===== src/logic/suspend_wake_cfg.svh =====
// Timing counts and bit positions for the suspend and wake controller
`ifndef SUSPEND_WAKE_CFG_SVH
`define SUSPEND_WAKE_CFG_SVH
`define CLK_MHZ 125
`define IDLE_TIME_US 3000
`define IDLE_CYCLES (`IDLE_TIME_US * `CLK_MHZ)
`define ENTRY_TIME_US 500
`define ENTRY_CYCLES (`ENTRY_TIME_US * `CLK_MHZ)
`define RESUME_TIME_US 10000
`define RESUME_CYCLES (`RESUME_TIME_US * `CLK_MHZ)
`define SLEEP_REQ_BIT 3
`define RESUME_SEEN_BIT 2
`define IDLE_CHANGE_BIT 1
`endif


===== src/logic/suspend_wake_pkg.sv =====
// Types shared by the suspend and wake controller
`default_nettype none
package suspend_wake_pkg;
  typedef enum logic [3:0] {
    ST_RUN = 4'h1,
    ST_ENTRY = 4'h2,
    ST_SUSPENDED = 4'h4,
    ST_STANDBY = 4'h8
  } power_state_type;
endpackage
`default_nettype wire


===== src/logic/cycle_timer.sv =====
// Loadable down counter that pulses once when it expires
`timescale 1ns/100ps
`default_nettype none
module cycle_timer #(
  parameter int WIDTH = 24
) (
  input wire logic clk,
  input wire logic nrst,
  input wire logic start,
  input wire logic stop,
  input wire logic [WIDTH-1:0] load_value,
  output logic busy,
  output logic done
);
  logic [WIDTH-1:0] count_q;

  // Start restarts a running count; stop has lower priority than start
  always_ff @(posedge clk or negedge nrst) begin
    if (!nrst) begin
      count_q <= '0;
      busy <= 1'b0;
      done <= 1'b0;
    end else begin
      done <= 1'b0;
      if (start) begin
        count_q <= load_value;
        busy <= 1'b1;
      end else if (stop) begin
        busy <= 1'b0;
      end else if (busy) begin
        if (count_q <= 1) begin
          busy <= 1'b0;
          done <= 1'b1;
        end else begin
          count_q <= count_q - 1'b1;
        end
      end
    end
  end
endmodule // cycle_timer
`default_nettype wire


===== src/logic/usb_device_suspend_wake_control.sv =====
// Suspend entry, wake-up and resume control of a USB device interface
`include "suspend_wake_cfg.svh"
`timescale 1ns/100ps
`default_nettype none
module usb_device_suspend_wake_control #(
  parameter int IDLE_CYCLES = `IDLE_CYCLES,
  parameter int ENTRY_CYCLES = `ENTRY_CYCLES,
  parameter int RESUME_CYCLES = `RESUME_CYCLES
) (
  input wire logic clk,
  input wire logic nrst,
  input wire logic bus_activity,
  input wire logic bus_nonidle,
  input wire logic lines_idle_j,
  input wire logic host_suspend_req,
  input wire logic vbus,
  input wire logic chip_select_n,
  input wire logic attach_enable,
  input wire logic host_wake_enable,
  input wire logic pin_wake_enable,
  input wire logic idle_irq_enable,
  input wire logic resume_irq_enable,
  input wire logic [7:0] status_write,
  input wire logic send_resume_write,
  output logic [7:0] irq_status_high,
  output logic local_irq,
  output logic osc_enable,
  output logic local_clock_out_enable,
  output logic pins_hiz,
  output logic resume_drive,
  output logic detached,
  output logic suspended
);
  // State and flag registers; the outputs except resume_drive and detached are decoded from them
  suspend_wake_pkg::power_state_type state_q;
  logic idle_change_q;
  logic resume_seen_q;
  logic sleep_req_q;
  logic standby_seen_q;
  logic idle_busy;
  logic idle_done;
  logic entry_busy;
  logic entry_done;
  logic resume_busy;
  logic idle_set;
  logic host_wake;
  logic pin_wake;
  logic attach_wake;
  logic wake;
  logic sleep_cmd;
  logic forced_q;

  // Detached when unplugged or when software disables attach; VBUS is only a presence sense
  // detach decode
  assign detached = !vbus || !attach_enable;
  assign sleep_cmd = status_write[`SLEEP_REQ_BIT];

  // Idle timer is rearmed by every bus event
  // It is held off while the idle flag is pending, so one quiet spell raises one event
  // idle timer
  cycle_timer #(.WIDTH(32)) idle_timer (
    .clk(clk),
    .nrst(nrst),
    .start(bus_activity || (state_q == suspend_wake_pkg::ST_RUN && !idle_busy && !idle_change_q && !idle_done)),
    .stop(state_q != suspend_wake_pkg::ST_RUN),
    .load_value(32'(IDLE_CYCLES)),
    .busy(idle_busy),
    .done(idle_done)
  );

  assign idle_set = idle_done || ((!vbus || (detached && lines_idle_j)) && state_q == suspend_wake_pkg::ST_RUN);

  // Entry delay keeps the local clock alive so a clocked CPU can finish
  // entry delay
  cycle_timer #(.WIDTH(32)) entry_timer (
    .clk(clk),
    .nrst(nrst),
    .start(state_q == suspend_wake_pkg::ST_RUN && sleep_cmd),
    .stop(1'b0),
    .load_value(32'(ENTRY_CYCLES)),
    .busy(entry_busy),
    .done(entry_done)
  );

  // Resume is only sent from run; a write while suspended is dropped, the CPU has no clock then
  // resume length
  cycle_timer #(.WIDTH(32)) resume_timer (
    .clk(clk),
    .nrst(nrst),
    .start(send_resume_write && state_q == suspend_wake_pkg::ST_RUN),
    .stop(1'b0),
    .load_value(32'(RESUME_CYCLES)),
    .busy(resume_busy),
    .done()
  );
  // Resume drive comes straight from the timer flop, so it has no decode glitch
  assign resume_drive = resume_busy;

  // Wake sources are only looked at once truly suspended
  // Host wake also needs VBUS so a floating bus cannot wake a detached device
  // host wake gating
  assign host_wake = bus_nonidle && vbus && attach_enable && host_wake_enable;
  assign pin_wake = !chip_select_n && pin_wake_enable;
  // A suspend forced while detached ends once the cable and attach enable are both back;
  // an ordinary suspend taken while attached must not, or it would end the moment it began
  // reattach wake
  assign attach_wake = forced_q && !detached;
  assign wake = state_q == suspend_wake_pkg::ST_SUSPENDED && (host_wake || pin_wake || attach_wake);

  // Power state sequence; standby is caught at the first edge after reset release
  // exit only wake
  always_ff @(posedge clk or negedge nrst) begin
    if (!nrst) begin
      state_q <= suspend_wake_pkg::ST_RUN;
      standby_seen_q <= 1'b0;
    end else begin
      standby_seen_q <= 1'b1;
      case (state_q)
        suspend_wake_pkg::ST_RUN: begin
          if (!standby_seen_q && !chip_select_n) begin
            state_q <= suspend_wake_pkg::ST_STANDBY;
          end else if (sleep_cmd) begin
            state_q <= suspend_wake_pkg::ST_ENTRY;
          end
        end
        suspend_wake_pkg::ST_ENTRY: begin
          if (entry_done) begin
            state_q <= suspend_wake_pkg::ST_SUSPENDED;
          end
        end
        suspend_wake_pkg::ST_SUSPENDED: begin
          if (wake) begin
            state_q <= suspend_wake_pkg::ST_RUN;
          end
        end
        // Standby lasts until the board resets the device again
        // The board keeps reset low long enough for the oscillator to settle
        suspend_wake_pkg::ST_STANDBY: begin
          state_q <= suspend_wake_pkg::ST_STANDBY;
        end
        default: begin
          state_q <= suspend_wake_pkg::ST_RUN;
        end
      endcase
    end
  end

  // Forced-suspend marker: taken when suspend is commanded while detached, dropped back in run
  // forced suspend
  always_ff @(posedge clk or negedge nrst) begin
    if (!nrst) begin
      forced_q <= 1'b0;
    end else if (state_q == suspend_wake_pkg::ST_RUN) begin
      forced_q <= sleep_cmd && detached;
    end
  end

  // Sticky flags: hardware set wins over a same-cycle write-one clear
  // An event and a clear in one cycle keep the flag set, so no event is lost
  // write one clear
  always_ff @(posedge clk or negedge nrst) begin
    if (!nrst) begin
      idle_change_q <= 1'b0;
      resume_seen_q <= 1'b0;
      sleep_req_q <= 1'b0;
    end else begin
      if (idle_set) begin
        idle_change_q <= 1'b1;
      end else if (status_write[`IDLE_CHANGE_BIT]) begin
        idle_change_q <= 1'b0;
      end
      if (wake) begin
        resume_seen_q <= 1'b1;
      end else if (status_write[`RESUME_SEEN_BIT]) begin
        resume_seen_q <= 1'b0;
      end
      if (host_suspend_req || idle_done) begin
        sleep_req_q <= 1'b1;
      end else if (sleep_cmd) begin
        sleep_req_q <= 1'b0;
      end
    end
  end

  always_comb begin
    irq_status_high = 8'h00;
    irq_status_high[`IDLE_CHANGE_BIT] = idle_change_q;
    irq_status_high[`RESUME_SEEN_BIT] = resume_seen_q;
    irq_status_high[`SLEEP_REQ_BIT] = sleep_req_q;
  end

  // Power outputs follow the state
  // stop oscillator
  assign suspended = state_q == suspend_wake_pkg::ST_SUSPENDED || state_q == suspend_wake_pkg::ST_STANDBY;
  assign osc_enable = !suspended;
  assign pins_hiz = suspended;
  assign local_clock_out_enable = !suspended;
  // Interrupt line is a plain level; masking is done by the enables only
  assign local_irq = (idle_change_q && idle_irq_enable) || (resume_seen_q && resume_irq_enable);

  // Power-sequence checks; they watch only what this block drives
  AST_ENTRY_DELAY: assert property (@(posedge clk) disable iff (!nrst)
    state_q == suspend_wake_pkg::ST_RUN && sleep_cmd && !(!standby_seen_q && !chip_select_n)
      |=> state_q == suspend_wake_pkg::ST_ENTRY && osc_enable)
    else $error("entry not started with clock running");
  AST_NO_EARLY_WAKE: assert property (@(posedge clk) disable iff (!nrst)
    state_q == suspend_wake_pkg::ST_ENTRY && !entry_done |=> state_q != suspend_wake_pkg::ST_RUN)
    else $error("woke during entry delay");
  AST_SUSP_HIZ: assert property (@(posedge clk) disable iff (!nrst)
    state_q == suspend_wake_pkg::ST_SUSPENDED |-> !osc_enable && pins_hiz)
    else $error("suspended with oscillator running");
  AST_EXIT_WAKE: assert property (@(posedge clk) disable iff (!nrst)
    state_q == suspend_wake_pkg::ST_SUSPENDED && !wake |=> state_q == suspend_wake_pkg::ST_SUSPENDED)
    else $error("left suspend without wake");
  AST_HOST_WAKE: assert property (@(posedge clk) disable iff (!nrst)
    state_q == suspend_wake_pkg::ST_SUSPENDED && bus_nonidle && vbus && attach_enable && host_wake_enable
      |=> state_q == suspend_wake_pkg::ST_RUN)
    else $error("host wake missed");
  AST_PIN_WAKE: assert property (@(posedge clk) disable iff (!nrst)
    state_q == suspend_wake_pkg::ST_SUSPENDED && !chip_select_n && pin_wake_enable |=> osc_enable)
    else $error("pin wake missed");
  AST_RESUME_FLAG: assert property (@(posedge clk) disable iff (!nrst)
    wake |=> resume_seen_q)
    else $error("resume flag not set");
  AST_RESUME_LEN: assert property (@(posedge clk) disable iff (!nrst)
    send_resume_write && state_q == suspend_wake_pkg::ST_RUN |=> resume_drive [*8])
    else $error("resume signalling too short");
  AST_IDLE_SET: assert property (@(posedge clk) disable iff (!nrst)
    idle_done |=> idle_change_q)
    else $error("idle flag not set");
  AST_DETACH: assert property (@(posedge clk) disable iff (!nrst)
    state_q == suspend_wake_pkg::ST_SUSPENDED && !attach_enable && chip_select_n
      |=> state_q == suspend_wake_pkg::ST_SUSPENDED)
    else $error("attach disable ignored");

  // Entry, standby, reattach and host-wake oscillator checks
  AST_ENTRY_CLOCK: assert property (@(posedge clk) disable iff (!nrst)
    state_q == suspend_wake_pkg::ST_ENTRY |-> local_clock_out_enable && (entry_busy || entry_done))
    else $error("local clock stopped during entry delay");
  AST_ENTRY_PIN: assert property (@(posedge clk) disable iff (!nrst)
    state_q == suspend_wake_pkg::ST_ENTRY && pin_wake && !entry_done |=> state_q == suspend_wake_pkg::ST_ENTRY)
    else $error("pin wake taken during entry delay");
  AST_STANDBY_HOLD: assert property (@(posedge clk) disable iff (!nrst)
    state_q == suspend_wake_pkg::ST_STANDBY |=> state_q == suspend_wake_pkg::ST_STANDBY && !osc_enable)
    else $error("standby left without reset");
  AST_REATTACH: assert property (@(posedge clk) disable iff (!nrst)
    state_q == suspend_wake_pkg::ST_SUSPENDED && forced_q && !detached
      |=> state_q == suspend_wake_pkg::ST_RUN && resume_seen_q)
    else $error("reattach did not end forced suspend");
  AST_HOST_OSC: assert property (@(posedge clk) disable iff (!nrst)
    state_q == suspend_wake_pkg::ST_SUSPENDED && host_wake |=> osc_enable)
    else $error("host wake left oscillator stopped");

  // Flag and interrupt checks
  AST_DETACH_IDLE: assert property (@(posedge clk) disable iff (!nrst)
    state_q == suspend_wake_pkg::ST_RUN && !vbus |=> idle_change_q)
    else $error("idle flag not set without cable power");
  AST_SLEEP_FLAG: assert property (@(posedge clk) disable iff (!nrst)
    host_suspend_req |=> sleep_req_q)
    else $error("sleep request flag not set");
  AST_FLAG_HOLD: assert property (@(posedge clk) disable iff (!nrst)
    idle_change_q && !status_write[`IDLE_CHANGE_BIT] |=> idle_change_q)
    else $error("idle flag cleared without a write");
  AST_IDLE_IRQ: assert property (@(posedge clk) disable iff (!nrst)
    idle_change_q && idle_irq_enable |-> local_irq)
    else $error("idle interrupt missing");
  AST_RESUME_IRQ: assert property (@(posedge clk) disable iff (!nrst)
    resume_seen_q && resume_irq_enable |-> local_irq)
    else $error("resume interrupt missing");
endmodule // usb_device_suspend_wake_control
`default_nettype wire


===== config.mk =====
export PLATFORM = sky130hd
export DESIGN_NAME = usb_device_suspend_wake_control
export DESIGN_NICKNAME = d
export VERILOG_FILES = /design/src/logic/suspend_wake_pkg.sv /design/src/logic/cycle_timer.sv /design/src/logic/usb_device_suspend_wake_control.sv
export VERILOG_INCLUDE_DIRS = /design/src /design/src/logic
export SDC_FILE = /design/constraint.sdc
export NUM_CORES = 1
export LEC_CHECK = 0
export BUFFER_PORTS_ARGS = -buffer_cell sky130_fd_sc_hd__buf_4
export CORE_ASPECT_RATIO = 1.75
export CORE_UTILIZATION = 60
export DETAILED_ROUTE_END_ITERATION = 10
export PLACE_DENSITY = 0.83
export SETUP_SLACK_MARGIN = 0.05
export SLEW_MARGIN = 30
export SYNTH_ARGS = -nofsm -noshare
export SYNTH_HDL_FRONTEND = slang
export SYNTH_HIERARCHICAL = 1
export SYNTH_SLANG_ARGS = --single-unit

===== constraint.sdc =====
create_clock -name clk -period 3.45 [get_ports clk]
set_clock_uncertainty 0.05 [all_clocks]
set_input_delay 0.345 -clock clk [delete_from_list [all_inputs] [get_ports clk]]
set_output_delay 0.345 -clock clk [all_outputs]
set_load 0.02 [all_outputs]

==> flow_metrics.py <==
metrics = {
    "die": {
        "coreArea_mm2": 0.0108,
        "die_h_um": 142,
        "initial_core_util_pct": 62.3,
        "dieArea_mm2": 0.0117,
        "row_count": 50,
        "die_w_um": 82.1,
        "pin_count": 37,
    },
    "worst_setup_path": {
        "crit_fanout": 10,
        "critPathArrivalTime_ns": 3.18,
        "worstPathCellList": "nor4b_4 -> inv_2 -> nor2b_1 -> nand3_1 -> or3_1 -> nor3_1 -> xor2_1 -> mux2_2",
        "start_kind": "flip-flop",
        "critPathKind": "reg2reg",
        "path_buf_inv": 1,
        "cpLargestDelayFamily": "simple AND/OR/NAND/NOR gates",
        "cpPeakStageDelay_ns": 0.60,
        "end_kind": "flip-flop",
        "critPathSlowestCell": "dfstp_2",
        "critPathRequiredTime_ns": 3.63,
    },
    "routing": {
        "avgRoutedWirePerCell_um": 14.9,
        "dr_wl_met3_um": 390,
        "viasPerCell": 5.84,
        "drtIter0Drc": 260,
        "drc": 0,
        "drtAntennaViolNets": 0,
        "vias": 5652,
        "wl_met2_um": 8060,
        "wl_met1_um": 5490,
        "dr.pass1.iters": 5,
        "top_layer": "met4",
        "wl_um": 14400,
    },
    "synth": {
        "yosys_warnings": 6,
        "synth_cells": 728,
        "synth_area_mm2": 0.00674,
        "syn_area_per_cell_um2": 9.26,
    },
    "timing": {
        "min_period_over_period_pct": 86.7,
        "fin_crit_ns": 2.99,
        "fmax_ghz": 0.334,
        "setup_violations": 0,
        "max_slew.worst_pin.slew_ns": 0.884,
        "fin_ws_ns": 0.458,
        "slew_headroom_pct": 40.7,
        "hold_ws_ns": -0.0466,
        "fin_setup_tns_ns": 0,
        "finalHoldViolCount": 65,
        "rsz0062_at_grt": "false",
        "drv_slew": 0,
    },
    "finish": {
        "fin_area_mm2": 0.00769,
        "area_growth_syn_to_layout_pct": 14.0,
        "nets": 860,
        "diodes": 0,
        "drive_above_1_share_pct": 15.1,
    },
    "grt": {
        "grt_pass1_wl_um": 24500,
        "antenna_found_initial": 0,
        "grt_max_degree": 68,
        "grt_pass1_vias": 5604,
        "grt.overflow.total": 0,
        "track_usage_pct": 26.9,
    },
    "clock_network": {
        "cts-resized-gates": 0,
        "cts_tree": "built",
        "h-tree-depth": 3,
        "worstSkewPairLatency_ns": 0.34,
        "cts.path.max_buffers": 2,
        "cts_root_buffer": "clkbuf_16",
        "cts_hold_buf": 0,
        "clkTransAtPathRegs_ns": 0.07,
        "cts_buffers": 9,
        "cts_sinks": 110,
        "cts_setup_buffers": 0,
    },
    "pwr": {
        "power_leakage_uw": 0.00311,
        "max-vdd-ir-drop_mv": 0.497,
        "p_per_area_mw_per_mm2": 703,
    },
    "outcome": {
        "failed_checks": "negative hold slack",
        "outcome": "finished with violations",
    },
    "place": {
        "port_buffers": 26,
        "place_congestion": 0.819,
        "dp_hpwl_um": 9880,
        "pre_cts_slack_ns": 0.518,
        "dpl-instance-area_mm2": 0.00738,
    },
    "min_path": {
        "hp-class": "in2async",
    },
    "job": {
        "max_cap_violations": 0,
    },
}
-- layer usage --
metal,up-vias,global-route usage [%]
met1,2764,28.5
met5,-,0
met4,0,13.0
met3,38,3.91
met2,97,49.7
li1,2753,-
-- power by group --
group | total (µW) | switching [µW] | internal [µW]
Combinational | 1970 | 1050 | 927
Clock | 1060 | 453 | 603
Sequential | 2370 | 553 | 1820
-- cells in the final DEF, fill, tap and decap left out, drive strengths merged, types with 16 or more instances in the layout --
cell	n
nor4	22
xor2	20
mux2	23
buf	43
or4	40
conb	105
nand3	19
dfrtp	109
nand2	77
a21oi	18
or3	26
nor3	33
o21ai	58
xnor2	40
o211ai	16
nor2	39
inv	17
-- stage by stage --
stage / cells / hold slack [ns] / utilization (%) / total power, µW
CTS: 967 / 0.109 / 71.0 / 5420
global placement: 951 / 0.402 / 68.2 / 4180
detailed placement: 951 / 0.417 / 68.2 / 4330
floorplan: 831 / -0.000591 / - / 3800
finish: 967 / -0.0466 / 71.0 / 5400
global route: 967 / 0.00312 / 71.0 / 5800
-- cell type report --
type                       count  area (µm²)
clock buffer                  13         260
clock inverter                 3        42.5
fill                         836        3140
inverter                      18        67.6
multi-input combinational    650        4050
sequential                   110        2750
tap                          130         163
timing repair buffer          43         352
-- registers in the layout, indices dropped and copies added (netlist names) --
signal                cells
entry_timer/busy          1
entry_timer/count_q      32
entry_timer/done          1
forced_q                  1
idle_change_q             1
idle_timer/busy           1
idle_timer/count_q       32
idle_timer/done           1
resume_seen_q             1
resume_timer/busy         1
resume_timer/count_q     32
sleep_req_q               1
standby_seen_q            1
state_q                   4
-- final timing paths --
check / slack, ns / start / to / cells past startpoint
worst max-delay path: 0.46 / state_q[0] / idle_timer/count_q[17] / 8
worst min-delay path: -0.05 / nrst / resume_timer/count_q[6] / 1
worst max register to register: 0.46 / state_q[0] / idle_timer/count_q[17] / 8
worst min register to register: 0.43 / entry_timer/done / state_q[2] / 1
max in group asynchronous: 2.71 / nrst / idle_timer/count_q[31] / 2
min in group clk: 0.13 / status_write[3] / state_q[0] / 2
Power figures use the tool's default switching activity.
